**src/rtl/celq_pkg.sv**
```systemverilog
package celq_pkg;
  // bus geometry
  localparam int ADDR_W = 8;
  localparam int DATA_W = 32;
  // table slice handled here
  localparam int FIRST_ENTRY = 24;
  localparam int LAST_ENTRY = 31;
  localparam int NUM_ENTRIES = LAST_ENTRY - FIRST_ENTRY + 1;
  localparam int FIELD_W = 4;
  localparam int MAC_W = 48;
  localparam int UPPER_W = 32;
  localparam int LOWER_W = 16;
  localparam int IDX_W = 3;
  // register offsets (byte addresses)
  localparam logic [ADDR_W-1:0] OFS_COND_MASK = 8'h00;
  localparam logic [ADDR_W-1:0] OFS_FWD_SELECT = 8'h04;
  localparam logic [ADDR_W-1:0] OFS_BUSY = 8'h08;
  localparam logic [ADDR_W-1:0] OFS_ENTRY_BASE = 8'h40;
  localparam logic [ADDR_W-1:0] OFS_ENTRY_LAST = 8'h7c;
  // field positions
  localparam int QUALIFY_EN_BIT = 0;
  localparam int BUSY_BIT = 0;
  localparam int ENTRY_SEL_LSB = 3;
  localparam int LOWER_SEL_BIT = 2;
  // field bits within one entry nibble
  localparam int FLD_P0_RX = 3;
  localparam int FLD_RELAY_0_1 = 2;
  localparam int FLD_P1_RX = 1;
  localparam int FLD_RELAY_1_0 = 0;
  // reset values
  localparam logic [DATA_W-1:0] RST_COND_MASK = 32'h0000_0000;
  localparam logic [DATA_W-1:0] RST_ZERO = 32'h0000_0000;
  // busy time of one table commit, in cycles
  localparam logic [1:0] COMMIT_CYCLES = 2'h2;
  // lookup contexts
  typedef enum logic [1:0] {
    CTX_P0_RX,
    CTX_RELAY_0_1,
    CTX_P1_RX,
    CTX_RELAY_1_0
  } celq_ctx_e;
endpackage

```
**src/rtl/celq_top.sv**
```systemverilog
// Overview of operation
// - register qualifies only entries 24 to 31
// - masks apply only when qualify enable set
// - entry 24 at top nibble, descending
// - top bit enables port 0 reception
// - bit 2 enables port 0-to-1 relay
// - bit 1 enables port 1 reception
// - bottom bit enables port 1-to-0 relay
// - bits are independent context enables
// - entry address 48 bits, upper plus lower
//
// Our own choices: the Avalon-MM slave port and the placing of the registers.
`timescale 1ns/10ps
`default_nettype none
module celq_top
  import celq_pkg::*;
(
  // clock and reset
  input wire logic I_REF_CLK,
  input wire logic I_RST,
  // avalon-mm slave
  input wire logic [ADDR_W-1:0] I_AVS_ADDRESS,
  input wire logic I_AVS_READ,
  input wire logic I_AVS_WRITE,
  input wire logic [DATA_W-1:0] I_AVS_WRITEDATA,
  output logic [DATA_W-1:0] O_AVS_READDATA,
  output logic O_AVS_WAITREQUEST,
  // lookup request
  input wire logic I_LKP_REQ,
  input wire logic [1:0] I_LKP_CTX,
  input wire logic [MAC_W-1:0] I_LKP_DA,
  // lookup answer
  output logic O_LKP_DONE,
  output logic O_LKP_HIT,
  output logic [NUM_ENTRIES-1:0] O_LKP_HIT_VEC
);
  logic ack_ff;
  logic [DATA_W-1:0] rdata_ff;
  logic [DATA_W-1:0] nxt_rdata;
  logic [DATA_W-1:0] cond_mask_ff;
  logic qualify_en_ff;
  logic busy_ff;
  logic [1:0] busy_cnt_ff;
  logic [UPPER_W-1:0] ent_upper [NUM_ENTRIES];
  logic [LOWER_W-1:0] ent_lower [NUM_ENTRIES];
  logic done_ff;
  logic hit_ff;
  logic [NUM_ENTRIES-1:0] hit_vec_ff;
  logic [NUM_ENTRIES-1:0] match;
  logic req;
  logic wr_go;
  logic wr_mask;
  logic wr_fwd;
  logic wr_upper;
  logic wr_lower;
  logic in_entry;
  logic is_lower;
  logic [IDX_W-1:0] ent_idx;

  // bus request decode
  assign req = I_AVS_READ | I_AVS_WRITE;
  assign wr_go = I_AVS_WRITE & ack_ff;
  assign in_entry = (I_AVS_ADDRESS >= OFS_ENTRY_BASE) && (I_AVS_ADDRESS <= OFS_ENTRY_LAST);
  assign ent_idx = I_AVS_ADDRESS[ENTRY_SEL_LSB +: IDX_W];
  assign is_lower = I_AVS_ADDRESS[LOWER_SEL_BIT];

  // one write strobe per register group, all on the completing edge
  assign wr_mask = wr_go && (I_AVS_ADDRESS == OFS_COND_MASK);
  assign wr_fwd = wr_go && (I_AVS_ADDRESS == OFS_FWD_SELECT);
  assign wr_upper = wr_go && in_entry && !is_lower;
  assign wr_lower = wr_go && in_entry && is_lower;

  // one wait state on every access
  assign O_AVS_WAITREQUEST = req & ~ack_ff;
  assign O_AVS_READDATA = rdata_ff;

  always_ff @(posedge I_REF_CLK) begin
    if (I_RST) begin
      ack_ff <= 1'b0;
    end else begin
      ack_ff <= req & ~ack_ff;
    end
  end

  // read mux, unmapped reads return zero
  always_comb begin
    nxt_rdata = RST_ZERO;
    if (I_AVS_ADDRESS == OFS_COND_MASK) begin
      nxt_rdata = cond_mask_ff;
    end else if (I_AVS_ADDRESS == OFS_FWD_SELECT) begin
      nxt_rdata[QUALIFY_EN_BIT] = qualify_en_ff;
    end else if (I_AVS_ADDRESS == OFS_BUSY) begin
      nxt_rdata[BUSY_BIT] = busy_ff;
    end else if (in_entry && is_lower) begin
      nxt_rdata[LOWER_W-1:0] = ent_lower[ent_idx];
    end else if (in_entry) begin
      nxt_rdata = ent_upper[ent_idx];
    end
  end

  always_ff @(posedge I_REF_CLK) begin
    if (I_RST) begin
      rdata_ff <= RST_ZERO;
    end else if (I_AVS_READ && !ack_ff) begin
      rdata_ff <= nxt_rdata;
    end
  end

  // condition mask register, entries 24..31 only
  always_ff @(posedge I_REF_CLK) begin
    if (I_RST) begin
      cond_mask_ff <= RST_COND_MASK;
    end else if (wr_mask) begin
      cond_mask_ff <= I_AVS_WRITEDATA;
    end
  end

  // forwarding select control, qualify enable bit
  always_ff @(posedge I_REF_CLK) begin
    if (I_RST) begin
      qualify_en_ff <= 1'b0;
    end else if (wr_fwd) begin
      qualify_en_ff <= I_AVS_WRITEDATA[QUALIFY_EN_BIT];
    end
  end

  // commit countdown started by each lower write
  always_ff @(posedge I_REF_CLK) begin
    if (I_RST) begin
      busy_cnt_ff <= 2'h0;
    end else if (wr_lower) begin
      busy_cnt_ff <= COMMIT_CYCLES;
    end else if (busy_cnt_ff != 2'h0) begin
      busy_cnt_ff <= busy_cnt_ff - 2'h1;
    end
  end

  // table busy while the commit runs; a new lower write restarts it
  always_ff @(posedge I_REF_CLK) begin
    if (I_RST) begin
      busy_ff <= 1'b0;
    end else if (wr_lower) begin
      busy_ff <= 1'b1;
    end else if (busy_cnt_ff != 2'h0) begin
      busy_ff <= (busy_cnt_ff != 2'h1);
    end
  end

  // per-entry address storage, qualification and compare
  generate
    for (genvar g = 0; g < NUM_ENTRIES; g++) begin : g_entry
      logic [UPPER_W-1:0] upper_ff;
      logic [LOWER_W-1:0] lower_ff;
      logic valid_ff;
      logic addr_sel;

      // this entry is the one the bus address points at
      assign addr_sel = (ent_idx == IDX_W'(g));

      // upper part of the station address
      always_ff @(posedge I_REF_CLK) begin
        if (I_RST) begin
          upper_ff <= RST_ZERO[UPPER_W-1:0];
        end else if (wr_upper && addr_sel) begin
          upper_ff <= I_AVS_WRITEDATA[UPPER_W-1:0];
        end
      end

      // lower part; reserved upper bits of the word are not kept
      always_ff @(posedge I_REF_CLK) begin
        if (I_RST) begin
          lower_ff <= RST_ZERO[LOWER_W-1:0];
        end else if (wr_lower && addr_sel) begin
          lower_ff <= I_AVS_WRITEDATA[LOWER_W-1:0];
        end
      end

      // entry joins lookups once its lower part has landed
      always_ff @(posedge I_REF_CLK) begin
        if (I_RST) begin
          valid_ff <= 1'b0;
        end else if (wr_lower && addr_sel) begin
          valid_ff <= 1'b1;
        end
      end

      // copies for the read mux
      assign ent_upper[g] = upper_ff;
      assign ent_lower[g] = lower_ff;

      // field of entry 24+g sits four bits lower per step
      celq_entry_match u_match (
        .i_field(cond_mask_ff[DATA_W-1-g*FIELD_W -: FIELD_W]),
        .i_addr({upper_ff, lower_ff}),
        .i_valid(valid_ff),
        .i_qualify_en(qualify_en_ff),
        .i_ctx(I_LKP_CTX),
        .i_da(I_LKP_DA),
        .o_match(match[g])
      );
    end
  endgenerate

  // registered lookup answer one cycle after request
  always_ff @(posedge I_REF_CLK) begin
    if (I_RST) begin
      done_ff <= 1'b0;
      hit_vec_ff <= '0;
    end else begin
      done_ff <= I_LKP_REQ;
      if (I_LKP_REQ) begin
        hit_vec_ff <= match;
      end
    end
  end

  // summary hit flag, registered beside the vector
  always_ff @(posedge I_REF_CLK) begin
    if (I_RST) begin
      hit_ff <= 1'b0;
    end else if (I_LKP_REQ) begin
      hit_ff <= |match;
    end
  end

  assign O_LKP_DONE = done_ff;
  assign O_LKP_HIT_VEC = hit_vec_ff;
  assign O_LKP_HIT = hit_ff;
endmodule // celq_top
`default_nettype wire

```
**src/rtl/celq_entry_match.sv**
```systemverilog
`timescale 1ns/10ps
`default_nettype none
module celq_entry_match
  import celq_pkg::*;
(
  // entry contents
  input wire logic [FIELD_W-1:0] i_field,
  input wire logic [MAC_W-1:0] i_addr,
  input wire logic i_valid,
  // qualify enable and lookup request
  input wire logic i_qualify_en,
  input wire logic [1:0] i_ctx,
  input wire logic [MAC_W-1:0] i_da,
  // result
  output logic o_match
);
  logic consulted;

  // pick the enable bit for the context; bits act independently
  always_comb begin
    if (!i_qualify_en) begin
      consulted = 1'b1;
    end else begin
      case (celq_ctx_e'(i_ctx))
        CTX_P0_RX: consulted = i_field[FLD_P0_RX];
        CTX_RELAY_0_1: consulted = i_field[FLD_RELAY_0_1];
        CTX_P1_RX: consulted = i_field[FLD_P1_RX];
        default: consulted = i_field[FLD_RELAY_1_0];
      endcase
    end
  end

  // with qualify enable set, an all-zero field leaves consulted low in every context
  assign o_match = consulted & i_valid & (i_addr == i_da);
endmodule // celq_entry_match
`default_nettype wire

```
**config.mk**
```make
export PLATFORM = sky130hd
export DESIGN_NAME = celq_top
export DESIGN_NICKNAME = d
export VERILOG_FILES = /design/src/rtl/celq_pkg.sv /design/src/rtl/celq_top.sv /design/src/rtl/celq_entry_match.sv
export SDC_FILE = /design/constraint.sdc
export NUM_CORES = 1
export LEC_CHECK = 0
export BUFFER_PORTS_ARGS = -buffer_cell sky130_fd_sc_hd__buf_2
export CAP_MARGIN = 20
export CELL_PAD_IN_SITES_DETAIL_PLACEMENT = 0
export CELL_PAD_IN_SITES_GLOBAL_PLACEMENT = 1
export CORE_MARGIN = 3
export CORE_UTILIZATION = 35
export CTS_CLUSTER_SIZE = 16
export DETAILED_ROUTE_END_ITERATION = 12
export GPL_TIMING_DRIVEN = 0
export PLACE_DENSITY = 0.71
export SETUP_SLACK_MARGIN = 0.1
export SLEW_MARGIN = 25
export SYNTH_ARGS = -nofsm -noshare
export SYNTH_HDL_FRONTEND = slang
export SYNTH_SLANG_ARGS = --single-unit
```
**constraint.sdc**
```tcl
create_clock -name I_REF_CLK -period 3.4 [get_ports I_REF_CLK]
set_clock_uncertainty 0.2 [all_clocks]
set_input_delay 0.34 -clock I_REF_CLK [delete_from_list [all_inputs] [get_ports I_REF_CLK]]
set_output_delay 0.34 -clock I_REF_CLK [all_outputs]
set_load 0.01 [all_outputs]
```
==> results of run 1 <==
## cells by family after synthesis
kind of cell / synth area share, %
xor gates and xnor gates: 11.5
muxes: 14.5
and+or+nand+nor: 18.5
buffers and inverters: 6.06
AOI/OAI and AO/OA: 11.3
DFF: 38.2
## per-stage QoR
step | setup WS (ns) | setup TNS, ns
after floorplan | 1.12 | 0
after global placement | -0.534 | -1.54
after detailed placement | -0.474 | -1.06
after CTS | 0.194 | 0
after global routing | 0.143 | 0
## cells in the mapped netlist (all sizes together), types with 4 or more instances
cell type	instances	share of area [%]
o2111ai	6	0.21
nor4b	4	0.20
a21oi	374	7.6
o22ai	17	0.43
buf	150	3.6
nor4	49	1.3
nand3	13	0.26
o21ai	8	0.16
nand2b	13	0.33
o2bb2ai	6	0.21
mux4	119	11
dfxtp	471	38
mux2	17	0.77
nand2	723	11
nor3	22	0.60
xnor2	194	6.9
a211oi	34	1.1
mux2i	70	2.8
clkbuf	119	1.8
xor2	129	4.6
a22oi	17	0.52
nand4	56	1.4
a22o	9	0.32
inv	40	0.62
o221ai	4	0.14
nor2	143	2.3
nor2b	28	0.71
## metal layers
| layer | track usage (%) |
|---|---|
| met3 | 5.03 |
| met4 | 18.3 |
| met5 | 0 |
| met2 | 53.3 |
| met1 | 44.7 |
## timing repair
action                                 4_1_cts  5_1_grt
pin swaps                                    0        1
endpoints found under the hold margin       31        0
gates resized for setup                      4        0
hold buffers                                10        0
setup endpoints to repair                    3        1
==> metrics.md, run 1 <==
| Metric | Value |
|---|---|
| Synthesized area | 0.0247 mm^2 |
| Syn nets | 2956 |
| Distinct cells, synth | 63 |
| HPWL after DPL | 104000 um |
| Cells after synthesis | 2861 |
| Post-CTS Setup Inserts | 0 |
| Synth Area per Inst | 8.63 um^2 |
| TritonCTS Sinks | 471 |
| Global-route usage over all layers | 33.9% |
| I/O pin cnt | 138 |
| Largest net degree at the start of global routing | 14 |
| Placed Instances | 3842 |
| Failed at | 5_2_route |
| Placement Cell Area | 0.0261 mm^2 |
| Maximum root-to-sink buffer count | 3 |
| First-pass GRT wire length | 174000 um |
| Ys Warns | 0 |
| # rows | 96 |
| Die height | 272 um |
| Num CTS Buffers | 56 |
| Log Error | Error: _0479_ 1 pin not visited #guides = 48 |
| Die Wd | 272 um |
| Root Driver | clkbuf_16 |
| Seq/Total Area, Yosys | 38.2% |
| IO buf count | 50 |
| Initial antenna violation count | 8 |
| Flops & latches, synth | 471 |
| Post-synth ARST share | 0% |
| GRT overflow | 0 |
| H-tree levels | 2 |
| Vias in the first global route | 21200 |
| Worst EP kind | sequential cell input |
| Initial core utilization | 35.6% |
| Post-synth EDFFs | 0 |
| Worst EP post-GRT repair | O_LKP_HIT$_SDFFE_PP0P_/D |
| Routability Congestion | 1.02 |
| Main flop type after synthesis | dfxtp_1 |
| Status | did not finish |
==> inputs of run 2 (changes only) <==
--- a/config.mk
+++ b/config.mk
@@ -7,15 +7,11 @@
 export LEC_CHECK = 0
 export BUFFER_PORTS_ARGS = -buffer_cell sky130_fd_sc_hd__buf_2
 export CAP_MARGIN = 20
-export CELL_PAD_IN_SITES_DETAIL_PLACEMENT = 0
-export CELL_PAD_IN_SITES_GLOBAL_PLACEMENT = 1
 export CORE_MARGIN = 3
-export CORE_UTILIZATION = 35
-export CTS_CLUSTER_SIZE = 16
+export CORE_UTILIZATION = 20
 export DETAILED_ROUTE_END_ITERATION = 12
 export GPL_TIMING_DRIVEN = 0
-export PLACE_DENSITY = 0.71
-export SETUP_SLACK_MARGIN = 0.1
+export PLACE_DENSITY_LB_ADDON = 0.15
 export SLEW_MARGIN = 25
 export SYNTH_ARGS = -nofsm -noshare
 export SYNTH_HDL_FRONTEND = slang
==> metrics.md, run 2 <==
| Metric | Value |
|---|---|
| Status | complete, but fails checks |
| Failing checks | setup timing |
| Crit path max fanout | 3 |
| Combined area of the multi-input logic cells | 0.0138 mm^2 |
| Synth area leader | dfxtp_1 |
| Synth top cells by count | nand2_1 (720), dfxtp_1 (471), a21oi_1 (373) |
| # rows | 128 (+33%) |
| Critical path launch point type | flop |
| Global-route usage over all layers | 21.2% (-13 points) |
| Synthesis-to-layout area growth | 18.4% |
| Fill cells | 13500 |
| Post-layout util | 23.9% |
| Residual DRC | 0 |
| VDD IR max | 0.000424 V |
| Distinct cells, synth | 63 (unchanged) |
| DRT iter0 DRCs | 2211 |
| Tmin final | 3.44 ns |
| Post-synth EDFFs | 0 (unchanged) |
| Max_slew headroom | 26.3% |
| Top flop regs | g_entry.upper_ff (256), g_entry.lower_ff (128) |
| GRT overflow | 0 (unchanged) |
| Post-DRT Antenna Nets | 0 |
| Largest net degree at the start of global routing | 16 (+2) |
| CTS tree | yes |
| Final Net Count | 3085 |
| First-pass GRT wire length | 187000 um (+7.7%) |
| Most common cell after layout, fill and taps aside | nand2_1 |
| Critical Path RT | 3.76 ns |
| Vias per inst | 4.80 |
| Largest family of logic cells by synthesized area | simple AND/OR/NAND/NOR gates |
| Post-synthesis xor/xnor area fraction | 11.5% (unchanged) |
| Flops & latches, synth | 471 (unchanged) |
| Fmax | 290 MHz |
| Synth Area in Simple Gates | 18.5% (unchanged) |
| Final wirelength | 139000 um |
| R2R setup slack | -0.04 ns |
| Initial core utilization | 20.2% (-15 points) |
| Max FFs per register | 256 |
| Initial antenna violation count | 26 (+18) |
| WP data arrival | 3.80 ns |
| Post-synth ARST share | 0% (unchanged) |
| Num CTS Buffers | 60 (+7.1%) |
| Hold Crit Class | input pin to flop |
| Main flop type after synthesis | dfxtp_1 |
| Wire per inst | 29.7 um |
| Cell Pwr Density | 466 mW/mm^2 |
| RSZ-0062 raised after global routing | false |
| HPWL after DPL | 112000 um (+7.9%) |
| IO buf count | 50 (unchanged) |
| Synth Area per Inst | 8.63 um^2 (unchanged) |
| Total die area | 0.128 mm^2 |
| Most frequent cells in the layout | nand2_1 (720), dfxtp_1 (471), a21oi_1 (373), xnor2_1 (194), buf_2 (147) |
| Core Region | 0.122 mm^2 |
| Die height | 357 um (+32%) |
| Clk slew on worst S/H paths | 0.06 ns |
| CP endpoint kind | flop |
| Register area | 0.00943 mm^2 |
| Count of final max-slew check failures | 0 |
| Share of post-route cells with drive strength above 1 | 14.9% |
| H-tree levels | 2 (unchanged) |
| Placed Instances | 4536 (+18%) |
| Routability Congestion | 1.04 (+2.0%) |
| Final Hold Fails | 0 |
| Mux contribution to synthesized area | 14.5% (unchanged) |
| Leakage power | 9.46 nW |
| Largest Register | g_entry.upper_ff |
| Post-synthesis compound-gate area fraction | 11.3% (unchanged) |
| Synth area leaders | dfxtp_1 (38%), nand2_1 (11%), mux4_2 (10%), a21oi_1 (7.6%), xnor2_1 (6.9%) |
| Worst slew pin tran | 1.11 ns |
| Setup Crit Path Kind | flop to flop |
| Synthesized area | 0.0247 mm^2 (unchanged) |
| Setup-failing EPs final | 1 |
| Via count | 22400 |
| Syn nets | 2956 (unchanged) |
| TritonCTS Sinks | 471 (unchanged) |
| Seq/Total Area, Yosys | 38.2% (unchanged) |
| I/O pin cnt | 138 (unchanged) |
| Drt first pass iters | 6 |
| Root Driver | clkbuf_16 |
| Final period util | 101% |
| Top-area cell type share of the netlist area | 38.2% (unchanged) |
| Finished Layout Cells | 4672 |
| MaxCap Viol Count | 0 |
| Fin Hold WS | 0.0135 ns |
| Ys Warns | 0 (unchanged) |
| Post-synthesis adder-cell area fraction | 0% (unchanged) |
| Worst Slack Setup Final | -0.0440 ns |
| Vias in the first global route | 21700 (+2.0%) |
| Top-count cell post-synth | nand2_1 |
| Maximum root-to-sink buffer count | 3 (unchanged) |
| Worst skew pair latency | 0.66 ns |
| Cells after synthesis | 2861 (unchanged) |
| Die Wd | 357 um (+32%) |
[run 2: cell counts after synthesis]
No cell type changed its count.
[run 2: power by group]
part | internal (mW) | switching (mW) | total [mW] | leakage, nW
combinational | 0.338 | 0.966 | 1.30 | 4.65
clock | 3.98 | 2.78 | 6.76 | 1.01
sequential | 5.55 | 0.0227 | 5.58 | 3.80
total | 9.87 | 3.76 | 13.6 | 9.46
[run 2: cells by family (layout without fill, tap and decap cells)]
group / count (synthesis) / count (layout)
other cells: 0 / 10
simple gates: 1060 / 1060
compound gates: 492 / 492
buf+inv: 309 / 485
xor+xnor: 323 / 323
mux: 206 / 206
flops: 471 / 471
[run 2: worst paths after layout]
kind / from / end / depth (start not counted)
hold / removal: I_AVS_WRITEDATA[27] / g_entry[0].upper_ff[27]$_SDFFE_PP0P_ / 3
hold reg to reg: cond_mask_ff[12]$_SDFFE_PP0P_ / cond_mask_ff[12]$_SDFFE_PP0P_ / 2
setup / recovery: g_entry[6].upper_ff[6]$_SDFFE_PP0P_ / O_LKP_HIT$_SDFFE_PP0P_ / 7
setup reg to reg: g_entry[6].upper_ff[6]$_SDFFE_PP0P_ / O_LKP_HIT$_SDFFE_PP0P_ / 7
[run 2: area by class of cell]
class | instances | area share (%)
diodes | 10 | 0.0856
plain buffers | 269 | 4.61
clock buffers | 82 | 5.90
clock inverters | 27 | 1.09
inverters | 40 | 0.522
multi-input cells | 2081 | 47.2
flip-flops and latches | 471 | 32.2
well taps | 1625 | 6.95
repair buffers | 67 | 1.44
[run 2: what timing repair did]
action	4_1_cts	5_1_grt
hold buffers	17	0
setup buffers	0	0
endpoints found under the hold margin	60	0
endpoints found under the setup margin	2	0
resized for setup	2	0
[run 2: metal layers]
metal | up-vias | wire length, um | global-route usage [%]
li1 | 10000 | - | -
met1 | 11100 | 60900 | 28.7
met2 | 1038 | 60000 | 32.4
met3 | 248 | 9500 | 3.48
met4 | 4 | 8200 | 10.9
met5 | - | 27 | 0
[run 2: per-stage QoR]
step	setup TNS (ns)	power (mW)	cell area (um^2)	setup slack, ns
2_1_floorplan	0	6.37	24700	1.12
3_3_place_gp	-1.09	6.98	27000	-0.385
3_5_place_dp	-0.935	6.97	27000	-0.402
4_1_cts	0	13.8	29200	0.0475
5_1_grt	0	14.0	29200	0.0236
6_report	-0.0440	13.6	29200	-0.0440
[run 2: critical path: stages, from the launching register on]
cell	delay [ns]
dfxtp_1	0.36
xnor2_1	0.58
nand4_1	0.16
nor4_1	0.61
nand4_1	0.40
nor4_4	0.65
nor3_1	0.14
a211oi_2	0.22
Power figures use the tool's default switching activity.
